===== src/logic/rsc_defs.svh =====
`ifndef RSC_DEFS_SVH
`define RSC_DEFS_SVH
// Register byte offsets
`define RSC_OFF_DIST_CTRL 12'h000
`define RSC_OFF_STATUS 12'h004
`define RSC_OFF_DIST_PAGE 12'h008
`define RSC_OFF_DOORBELL_PAGE 12'h00c
`define RSC_OFF_WIDE_PAGE 12'h010
`define RSC_OFF_CORE_REMOVAL 12'h014
`define RSC_OFF_MATCH_CTRL 12'h018
`define RSC_OFF_MATCH_COUNT 12'h01c
`define RSC_OFF_LAST_DEVID 12'h020
`define RSC_OFF_SPI_BASE0 12'h024
// Field positions
`define RSC_DS_BIT 0
`define RSC_SEC_BOTH_BIT 1
`define RSC_ALL_OFF_BIT 0
`define RSC_CAPTURED_BIT 1
`define RSC_MATCH_EN_BIT 0
// Page boundary: 64K pages start at address bit 16
`define RSC_PAGE_LSB 16
`define RSC_SPI_BASE_W 11
`define RSC_MATCH_CTRL_RESET 32'h0000_0001
`endif


===== src/logic/rsc_pkg.sv =====
package rsc_pkg;
  typedef enum logic [1:0] {
    RSC_RESP_OKAY = 2'b00,
    RSC_RESP_SLVERR = 2'b10
  } rsc_resp_t;
  typedef enum logic [2:0] {
    RSC_W_IDLE = 3'b001,
    RSC_W_HALF = 3'b010,
    RSC_W_RESP = 3'b100
  } rsc_wstate_t;
endpackage : rsc_pkg


===== src/logic/rsc_reset_strap_config.sv =====
// The AXI4-Lite slave port and the address map were decided locally.
`timescale 1ns/100ps
`include "rsc_defs.svh"
// Behaviour
// - Security strap low gives two security states, high gives one.
// - Security strap level reads back as read-only disable bit in control register.
// - Monolithic builds take distributor page bits 16 and up from strap.
// - One removal bit per core; a set bit excludes that core.
// - Removal strap present only in strap identity mode.
// - Per-core affinity fields concatenated; present in strap mode with nonzero width.
// - Level 2 and 3 straps dropped when used to select chips.
// - Monolithic builds take the doorbell register page from a strap.
// - Per service compare write address page; only matches raise a request.
// - Match page straps exist only with the bypass switch option.
// - Device identifier taken for doorbell writes, ignored otherwise.
// - Eleven-bit strap sets each collator base when signal-based.
module rsc_reset_strap_config #(
  parameter int CORE_COUNT = 4,
  parameter int ADDR_W = 48,
  parameter int L0_W = 8,
  parameter int L1_W = 8,
  parameter int L2_W = 8,
  parameter int L3_W = 8,
  parameter bit STRAP_ID_MODE = 1'b1,
  parameter bit L2_SELECTS_CHIP = 1'b0,
  parameter bit L3_SELECTS_CHIP = 1'b0,
  parameter bit MONOLITHIC = 1'b1,
  parameter bit BYPASS_SWITCH = 1'b1,
  parameter int SERVICE_COUNT = 2,
  parameter bit SPI_BASE_BY_SIGNAL = 1'b1,
  parameter int COLLATOR_COUNT = 2,
  parameter int DEVID_W = 32,
  parameter logic [15:0] DIST_PAGE_PARAM = 16'h0000,
  parameter logic [15:0] DOORBELL_PAGE_PARAM = 16'h0001
) (
  // Clock and reset
  input wire logic mclk,
  input wire logic reset_n,
  // Tie-off straps
  input wire logic security_disable_strap,
  input wire logic [15:0] dist_page_strap,
  input wire logic [CORE_COUNT-1:0] core_removal_strap,
  input wire logic [CORE_COUNT*L0_W-1:0] level0_core_id_strap,
  input wire logic [CORE_COUNT*L1_W-1:0] level1_core_id_strap,
  input wire logic [CORE_COUNT*L2_W-1:0] level2_core_id_strap,
  input wire logic [CORE_COUNT*L3_W-1:0] level3_core_id_strap,
  input wire logic [15:0] doorbell_page_strap,
  input wire logic [15:0] wide_doorbell_page_strap,
  input wire logic [SERVICE_COUNT*(ADDR_W-16)-1:0] match_page_strap,
  input wire logic [COLLATOR_COUNT*`RSC_SPI_BASE_W-1:0] spi_base_strap,
  // Interconnect write address channel, observed
  input wire logic awvalid_in,
  input wire logic awready_in,
  input wire logic [ADDR_W-1:0] awaddr_in,
  input wire logic [DEVID_W-1:0] awdeviceid,
  // Applied configuration
  output logic two_security_states,
  output logic [15:0] dist_page,
  output logic [15:0] doorbell_page,
  output logic [CORE_COUNT-1:0] core_enabled,
  output logic [CORE_COUNT*L0_W-1:0] level0_core_id,
  output logic [CORE_COUNT*L1_W-1:0] level1_core_id,
  output logic [CORE_COUNT*L2_W-1:0] level2_core_id,
  output logic [CORE_COUNT*L3_W-1:0] level3_core_id,
  output logic [COLLATOR_COUNT*`RSC_SPI_BASE_W-1:0] spi_base,
  // Doorbell requests
  output logic [SERVICE_COUNT-1:0] msi_req,
  output logic [DEVID_W-1:0] msi_devid,
  // AXI4-Lite register slave
  input wire logic [11:0] s_awaddr,
  input wire logic s_awvalid,
  output logic s_awready,
  input wire logic [31:0] s_wdata,
  input wire logic [3:0] s_wstrb,
  input wire logic s_wvalid,
  output logic s_wready,
  output logic [1:0] s_bresp,
  output logic s_bvalid,
  input wire logic s_bready,
  input wire logic [11:0] s_araddr,
  input wire logic s_arvalid,
  output logic s_arready,
  output logic [31:0] s_rdata,
  output logic [1:0] s_rresp,
  output logic s_rvalid,
  input wire logic s_rready
);
  localparam int PW = ADDR_W - `RSC_PAGE_LSB;

  // Straps are not synchronous to mclk: two flops before the security bit is used
  logic [1:0] cap_q, cap_d;
  logic ds_q, ds_d;
  logic [15:0] dpage_q, dpage_d, dbpage_q, dbpage_d, wpage_q, wpage_d;
  logic [CORE_COUNT-1:0] rm_q, rm_d;
  logic [CORE_COUNT*L0_W-1:0] a0_q, a0_d;
  logic [CORE_COUNT*L1_W-1:0] a1_q, a1_d;
  logic [CORE_COUNT*L2_W-1:0] a2_q, a2_d;
  logic [CORE_COUNT*L3_W-1:0] a3_q, a3_d;
  logic [SERVICE_COUNT*PW-1:0] mp_q, mp_d;
  logic [COLLATOR_COUNT*`RSC_SPI_BASE_W-1:0] sb_q, sb_d;
  logic ds_s1_q, ds_s2_q;

  // Wide straps are captured on the second edge after release; the security
  // bit waits one edge more, until its synchroniser holds the pin level.
  // Afterwards the captured copy never changes.
  always_comb begin
    cap_d = cap_q;
    ds_d = ds_q;
    dpage_d = dpage_q;
    dbpage_d = dbpage_q;
    wpage_d = wpage_q;
    rm_d = rm_q;
    a0_d = a0_q;
    a1_d = a1_q;
    a2_d = a2_q;
    a3_d = a3_q;
    mp_d = mp_q;
    sb_d = sb_q;
    if (cap_q != 2'h3) begin
      cap_d = cap_q + 2'h1;
    end
    if (cap_q == 2'h2) begin
      ds_d = ds_s2_q;
    end
    if (cap_q == 2'h1) begin
      dpage_d = MONOLITHIC ? dist_page_strap : DIST_PAGE_PARAM;
      dbpage_d = MONOLITHIC ? doorbell_page_strap : DOORBELL_PAGE_PARAM;
      wpage_d = wide_doorbell_page_strap;
      rm_d = STRAP_ID_MODE ? core_removal_strap : '0;
      a0_d = (STRAP_ID_MODE && L0_W != 0) ? level0_core_id_strap : '0;
      a1_d = (STRAP_ID_MODE && L1_W != 0) ? level1_core_id_strap : '0;
      a2_d = (STRAP_ID_MODE && L2_W != 0 && !L2_SELECTS_CHIP) ? level2_core_id_strap : '0;
      a3_d = (STRAP_ID_MODE && L3_W != 0 && !L3_SELECTS_CHIP) ? level3_core_id_strap : '0;
      mp_d = BYPASS_SWITCH ? match_page_strap : '0;
      sb_d = SPI_BASE_BY_SIGNAL ? spi_base_strap : '0;
    end
  end

  // Only the security bit is a single level; the wide buses are
  // captured once, two edges late, when they are long settled.
  always_ff @(posedge mclk or negedge reset_n) begin
    if (!reset_n) begin
      ds_s1_q <= 1'b0;
      ds_s2_q <= 1'b0;
      cap_q <= 2'h0;
      ds_q <= 1'b0;
      dpage_q <= '0;
      dbpage_q <= '0;
      wpage_q <= '0;
      rm_q <= '0;
      a0_q <= '0;
      a1_q <= '0;
      a2_q <= '0;
      a3_q <= '0;
      mp_q <= '0;
      sb_q <= '0;
    end else begin
      ds_s1_q <= security_disable_strap;
      ds_s2_q <= ds_s1_q;
      cap_q <= cap_d;
      ds_q <= ds_d;
      dpage_q <= dpage_d;
      dbpage_q <= dbpage_d;
      wpage_q <= wpage_d;
      rm_q <= rm_d;
      a0_q <= a0_d;
      a1_q <= a1_d;
      a2_q <= a2_d;
      a3_q <= a3_d;
      mp_q <= mp_d;
      sb_q <= sb_d;
    end
  end

  assign two_security_states = ~ds_q;
  assign dist_page = dpage_q;
  assign doorbell_page = dbpage_q;
  assign core_enabled = ~rm_q;
  assign level0_core_id = a0_q;
  assign level1_core_id = a1_q;
  assign level2_core_id = a2_q;
  assign level3_core_id = a3_q;
  assign spi_base = sb_q;

  // Doorbell page match per service
  logic match_en_q, match_en_d;
  logic [SERVICE_COUNT-1:0] hit;
  logic [SERVICE_COUNT-1:0] req_q, req_d;
  logic [DEVID_W-1:0] devid_q, devid_d;
  logic [15:0] mcount_q, mcount_d;
  logic aw_fire;
  assign aw_fire = awvalid_in && awready_in && (cap_q == 2'h3);

  genvar gs;
  generate
    for (gs = 0; gs < SERVICE_COUNT; gs++) begin : g_svc
      assign hit[gs] = aw_fire && match_en_q &&
        (awaddr_in[ADDR_W-1:`RSC_PAGE_LSB] == mp_q[gs*PW +: PW]);
    end
  endgenerate

  always_comb begin
    req_d = BYPASS_SWITCH ? hit : '0;
    devid_d = devid_q;
    mcount_d = mcount_q;
    if (|req_d) begin
      devid_d = awdeviceid;
      mcount_d = mcount_q + 16'h0001;
    end
  end

  assign msi_req = req_q;
  assign msi_devid = devid_q;

  // Register slave
  rsc_pkg::rsc_wstate_t ws_q, ws_d;
  logic aw_got_q, aw_got_d, w_got_q, w_got_d;
  logic [11:0] waddr_q, waddr_d;
  logic [31:0] wdata_q, wdata_d;
  logic [1:0] bresp_q, bresp_d;
  logic rvalid_q, rvalid_d;
  logic [31:0] rdata_q, rdata_d;
  logic [1:0] rresp_q, rresp_d;
  logic [11:0] wa;

  assign s_awready = (ws_q != rsc_pkg::RSC_W_RESP) && !aw_got_q;
  assign s_wready = (ws_q != rsc_pkg::RSC_W_RESP) && !w_got_q;
  assign s_bvalid = (ws_q == rsc_pkg::RSC_W_RESP);
  assign s_bresp = bresp_q;
  assign s_arready = !rvalid_q;
  assign s_rvalid = rvalid_q;
  assign s_rdata = rdata_q;
  assign s_rresp = rresp_q;

  always_comb begin
    ws_d = ws_q;
    aw_got_d = aw_got_q;
    w_got_d = w_got_q;
    waddr_d = waddr_q;
    wdata_d = wdata_q;
    bresp_d = bresp_q;
    match_en_d = match_en_q;
    wa = aw_got_q ? waddr_q : s_awaddr;
    case (ws_q)
      rsc_pkg::RSC_W_IDLE, rsc_pkg::RSC_W_HALF: begin
        if (s_awvalid && s_awready) begin
          aw_got_d = 1'b1;
          waddr_d = s_awaddr;
        end
        if (s_wvalid && s_wready) begin
          w_got_d = 1'b1;
          wdata_d = s_wdata;
        end
        if (aw_got_d && w_got_d) begin
          ws_d = rsc_pkg::RSC_W_RESP;
          aw_got_d = 1'b0;
          w_got_d = 1'b0;
          bresp_d = rsc_pkg::RSC_RESP_SLVERR;
          if (wa == `RSC_OFF_MATCH_CTRL) begin
            bresp_d = rsc_pkg::RSC_RESP_OKAY;
            if (w_got_q ? 1'b1 : s_wstrb[0]) begin
              match_en_d = w_got_q ? wdata_q[`RSC_MATCH_EN_BIT]
                                   : s_wdata[`RSC_MATCH_EN_BIT];
            end
          end else if (wa < `RSC_OFF_SPI_BASE0 + 12'(COLLATOR_COUNT * 4)) begin
            // Strap-backed registers are read-only; writes are dropped
            bresp_d = rsc_pkg::RSC_RESP_OKAY;
          end
        end else if (aw_got_d || w_got_d) begin
          ws_d = rsc_pkg::RSC_W_HALF;
        end
      end
      rsc_pkg::RSC_W_RESP: begin
        if (s_bready) begin
          ws_d = rsc_pkg::RSC_W_IDLE;
        end
      end
      default: ws_d = rsc_pkg::RSC_W_IDLE;
    endcase
  end

  always_comb begin
    rvalid_d = rvalid_q;
    rdata_d = rdata_q;
    rresp_d = rresp_q;
    if (rvalid_q && s_rready) begin
      rvalid_d = 1'b0;
    end
    if (s_arvalid && s_arready) begin
      rvalid_d = 1'b1;
      rresp_d = rsc_pkg::RSC_RESP_OKAY;
      rdata_d = 32'h0000_0000;
      if (s_araddr == `RSC_OFF_DIST_CTRL) begin
        rdata_d[`RSC_DS_BIT] = ds_q;
        rdata_d[`RSC_SEC_BOTH_BIT] = ~ds_q;
      end else if (s_araddr == `RSC_OFF_STATUS) begin
        rdata_d[`RSC_ALL_OFF_BIT] = &rm_q;
        rdata_d[`RSC_CAPTURED_BIT] = (cap_q == 2'h3);
      end else if (s_araddr == `RSC_OFF_DIST_PAGE) begin
        rdata_d[15:0] = dpage_q;
      end else if (s_araddr == `RSC_OFF_DOORBELL_PAGE) begin
        rdata_d[15:0] = dbpage_q;
      end else if (s_araddr == `RSC_OFF_WIDE_PAGE) begin
        rdata_d[15:0] = wpage_q;
      end else if (s_araddr == `RSC_OFF_CORE_REMOVAL) begin
        rdata_d[CORE_COUNT-1:0] = rm_q;
      end else if (s_araddr == `RSC_OFF_MATCH_CTRL) begin
        rdata_d[`RSC_MATCH_EN_BIT] = match_en_q;
      end else if (s_araddr == `RSC_OFF_MATCH_COUNT) begin
        rdata_d[15:0] = mcount_q;
      end else if (s_araddr == `RSC_OFF_LAST_DEVID) begin
        rdata_d[DEVID_W-1:0] = devid_q;
      end else if (s_araddr >= `RSC_OFF_SPI_BASE0 &&
                   s_araddr < `RSC_OFF_SPI_BASE0 + 12'(COLLATOR_COUNT * 4) &&
                   s_araddr[1:0] == 2'b00) begin
        rdata_d[`RSC_SPI_BASE_W-1:0] =
          sb_q[(s_araddr - `RSC_OFF_SPI_BASE0) / 4 * `RSC_SPI_BASE_W +: `RSC_SPI_BASE_W];
      end else begin
        rresp_d = rsc_pkg::RSC_RESP_SLVERR;
      end
    end
  end

  always_ff @(posedge mclk or negedge reset_n) begin
    if (!reset_n) begin
      ws_q <= rsc_pkg::RSC_W_IDLE;
      aw_got_q <= 1'b0;
      w_got_q <= 1'b0;
      waddr_q <= 12'h000;
      wdata_q <= 32'h0000_0000;
      bresp_q <= 2'b00;
      match_en_q <= 1'(`RSC_MATCH_CTRL_RESET);
      rvalid_q <= 1'b0;
      rdata_q <= 32'h0000_0000;
      rresp_q <= 2'b00;
      req_q <= '0;
      devid_q <= '0;
      mcount_q <= 16'h0000;
    end else begin
      ws_q <= ws_d;
      aw_got_q <= aw_got_d;
      w_got_q <= w_got_d;
      waddr_q <= waddr_d;
      wdata_q <= wdata_d;
      bresp_q <= bresp_d;
      match_en_q <= match_en_d;
      rvalid_q <= rvalid_d;
      rdata_q <= rdata_d;
      rresp_q <= rresp_d;
      req_q <= req_d;
      devid_q <= devid_d;
      mcount_q <= mcount_d;
    end
  end
endmodule : rsc_reset_strap_config


===== config.mk =====
export PLATFORM = sky130hd
export DESIGN_NAME = rsc_reset_strap_config
export DESIGN_NICKNAME = d
export VERILOG_FILES = /design/src/logic/rsc_pkg.sv /design/src/logic/rsc_reset_strap_config.sv
export VERILOG_INCLUDE_DIRS = /design/src /design/src/logic
export SDC_FILE = /design/constraint.sdc
export NUM_CORES = 1
export LEC_CHECK = 0
export ABC_CLOCK_PERIOD_IN_PS = 4200
export BUFFER_PORTS_ARGS = -buffer_cell sky130_fd_sc_hd__buf_4
export CAP_MARGIN = 10
export CORE_AREA = 5 5 259 261
export CTS_CLUSTER_DIAMETER = 100
export DETAILED_ROUTE_END_ITERATION = 12
export DIE_AREA = 0 0 264 266
export GPL_TIMING_DRIVEN = 1
export PLACE_DENSITY = 0.56
export SYNTH_ARGS = -nofsm -noshare
export SYNTH_HDL_FRONTEND = slang
export SYNTH_SLANG_ARGS = --single-unit

===== constraint.sdc =====
create_clock -name mclk -period 4.2 [get_ports mclk]
set_input_delay 0.21 -clock mclk [delete_from_list [all_inputs] [get_ports mclk]]
set_output_delay 0.21 -clock mclk [all_outputs]
set_load 0.02 [all_outputs]

==> impl_metrics.env <==
export IMPL_clk_pin_slew_ns=0.06
export IMPL_first_global_vias=16900
export IMPL_r2r_cells=9
export IMPL_worstPathMaxFanout=5
export IMPL_cts_root_buf="clkbuf_16"
export IMPL_whs_endpoint="s_rvalid$_DFFE_PN0P_"
export IMPL_ios=678
export IMPL_wl_per_cell_um=21.0
export IMPL_p_sw_frac=0.285
export IMPL_synthArstFlopShare=1.00
export IMPL_p_leak_nw=12.8
export IMPL_reg2reg_from="cap_q[0]$_DFFE_PN0N_"
export IMPL_setup_viol=0
export IMPL_seqPwrFrac=0.380
export IMPL_grt_max_degree=106
export IMPL_slew_violations=0
export IMPL_cts_repair_resized=0
export IMPL_p_int_w=0.00760
export IMPL_place_inst=2865
export IMPL_cts_path_max_buffers=3
export IMPL_ys_ff_latch=375
export IMPL_drt_initial_drc_count=924
export IMPL_nFillCells=5944
export IMPL_antenna_found_initial=5
export IMPL_place_congestion=0.906
export IMPL_power_switching_w=0.00303
export IMPL_layout_min_cycle_time_ns=3.43
export IMPL_gr_total_overflow=0
export IMPL_die_area_mm2=0.0702
export IMPL_finalCritPeriodShare=0.817
export IMPL_yosys_warnings=0
export IMPL_portBuffers=625
export IMPL_nets=2812
export IMPL_total_power_w=0.0106
export IMPL_critical_path_required_ns=4.70
export IMPL_critPathLaunchType="input port"
export IMPL_rsz0062_at_grt="false"
export IMPL_crit_path_end_kind="flip-flop"
export IMPL_cts_made_buffers=45
export IMPL_layout_setup_ws_ns=0.768
export IMPL_initial_core_util=0.275
export IMPL_synth_area_mm2=0.0177
export IMPL_tightest_slew_ns=1.06
export IMPL_crit_arrival_ns=3.93
export IMPL_hold_class="input port to flip-flop"
export IMPL_reg2reg_to="mcount_q[8]$_DFFE_PN0P_"
export IMPL_viasPerCell=4.69
export IMPL_hpwlAfterDp_um=50800
export IMPL_hold_depth=3
export IMPL_h_tree_depth=2
export IMPL_ant_nets=0
export IMPL_place_ws_ns=0.192
export IMPL_final_area_mm2=0.0283
export IMPL_fmax_mhz=291
export IMPL_power_density_mw_per_mm2=375
export IMPL_hold_start="s_arvalid"
export IMPL_synth_edf_count=0
export IMPL_slew_headroom=0.294
export IMPL_synthDistinctLibCells=74
export IMPL_cts_tree="built"
export IMPL_p_comb_frac=0.229
export IMPL_rows=93
export IMPL_finalNonFillerCells=3271
export IMPL_vias=15300
export IMPL_firstDrtPassIters=5
export IMPL_routed_wl_um=68800
export IMPL_clk_latency_ns=0.57
export IMPL_status="completed"
export IMPL_synth_area_per_cell_um2=12.4
export IMPL_grt_pass1_wl_um=103000
export IMPL_seq_area_frac_synth=0.531
export IMPL_synthesis_instances=1423
export IMPL_clock_power_share=0.391
export IMPL_clock_sinks=375
export IMPL_die_height_um=266
export IMPL_maxCapViolCount=0
export IMPL_track_usage=0.186
export IMPL_synth_flop_cell="dfrtp_1"
export IMPL_drive_gt1_frac=0.450
export IMPL_path_class="input port to flip-flop"
export IMPL_core_area_mm2=0.0642
export IMPL_drc=0
export IMPL_fp_dieW_um=264
export IMPL_finalSetupTns_ns=0
export IMPL_placed_cell_area_mm2=0.0236
export IMPL_r2r_slack_ns=0.89
export IMPL_vdd_ir_drop_max_uv=304
export IMPL_syn2layout_area_growth_pct=60.1
export IMPL_hold_viol=0
export IMPL_fin_skew_ns=0.0222
worst max path at each step:
stage | slack (ns) | endpoint | from | cells past startpoint
floorplan | 0.07 | s_rdata[8]$_DFFE_PN0P_ | s_araddr[2] | 21
global placement | 0.19 | s_rdata[6]$_DFFE_PN0P_ | s_araddr[3] | 19
detailed placement | 0.19 | s_rdata[6]$_DFFE_PN0P_ | s_araddr[3] | 16
CTS | 0.80 | s_rdata[6]$_DFFE_PN0P_ | s_araddr[3] | 16
global route | 0.55 | s_rdata[6]$_DFFE_PN0P_ | s_araddr[3] | 16
finish | 0.77 | s_rdata[6]$_DFFE_PN0P_ | s_araddr[3] | 16
repair_timing:
item / 4_1_cts / 5_1_grt
endpoints found under the hold margin: 396 / 0
hold buffers: 318 / 0
setup buffers: 0 / 0
setup endpoints to repair: 0 / 0
metrics by stage:
| step | hold WS [ns] | utilization |
|---|---|---|
| after floorplan | -0.0856 | - |
| after global placement | 0.269 | 0.367 |
| after detailed placement | 0.266 | 0.367 |
| after CTS | 0.126 | 0.441 |
| after global routing | 0.148 | 0.441 |
| final | 0.120 | 0.441 |
layout make-up:
type                    instances  area [um2]  share of cell area
well taps                     855        1070              0.0378
repair buffers                983        8250               0.291
inverters                      31         116             0.00411
flip-flops and latches        375        9390               0.331
diodes                          5        12.5            0.000442
multi-input cells             939        7920               0.280
clock buffers                  65        1300              0.0460
clock inverters                18         273             0.00963
metal layers:
layer,GRT usage,wire (um),up-vias
met5,0,21,-
met4,0.0523,1830,4
met3,0.0421,4300,93
met2,0.335,35000,499
met1,0.225,27600,7652
li1,-,-,7079
synthesized netlist by cell type (12+ instances only):
library cell    n  area share
o21ai_0        39       0.011
dfrtp_1       373        0.53
nor4_1         19      0.0067
mux2i_1        17      0.0096
a21oi_1        39       0.011
clkbuf_1       59       0.013
mux2_2        312        0.20
mux4_2         14       0.018
xnor2_1        46       0.023
ha_1           18       0.013
nand2_1        96       0.020
inv_1          30      0.0064
nor2_1         58       0.012
xor2_1         47       0.023
nand3_1        38       0.011
a221oi_1       12      0.0059
nand4_1        13      0.0046
power groups by stage:
stage | registers [W] | logic, W | clock network, W
floorplan | 0.00414 | 0.00109 | 0
global placement | 0.00409 | 0.00215 | 0
detailed placement | 0.00411 | 0.00217 | 0
CTS | 0.00404 | 0.00243 | 0.00428
global route | 0.00407 | 0.00263 | 0.00442
finish | 0.00404 | 0.00243 | 0.00415
flip-flops by register name, indices dropped and copies added (netlist names), 3 cells and up:
name            cells
mcount_q           16
doorbell_page      16
level3_core_id     32
msi_devid          32
spi_base           22
dist_page          16
level1_core_id     32
s_rdata            32
mp_q               64
wpage_q            16
ws_q                3
level2_core_id     32
rm_q                4
level0_core_id     32
waddr_q            12
kinds of logic after synthesis:
logic type | share of synthesized area
flops | 0.531
fa+ha+maj | 0.0161
other cells | 0.000212
buf+inv | 0.0248
mux | 0.226
compound gates | 0.0742
simple gates | 0.0808
xor+xnor | 0.0474
worst max-delay path: stages:
cell     delay, ns
buf_4         0.13
inv_1         0.09
ha_1          0.22
xor2_1        0.31
ha_1          0.30
ha_1          0.30
inv_1         0.06
fa_1          0.49
xnor2_1       0.26
nand4_1       0.22
nor3b_1       0.24
mux2i_1       0.14
buf_4         0.17
a211o_1       0.26
a311o_1       0.40
o21ai_1       0.13
placed cells by master (no fill, tap or decap), types with 38 or more instances in the layout:
master	n
dfrtp_1	373
buf_4	659
nor2_1	57
nand2_1	96
a21oi_1	39
o21ai_0	39
clkbuf_16	46
xor2_1	47
mux2_2	312
nand3_1	38
dlygate4sd3_1	318
xnor2_1	46
Note: power is estimated with default switching activity, not from simulation.
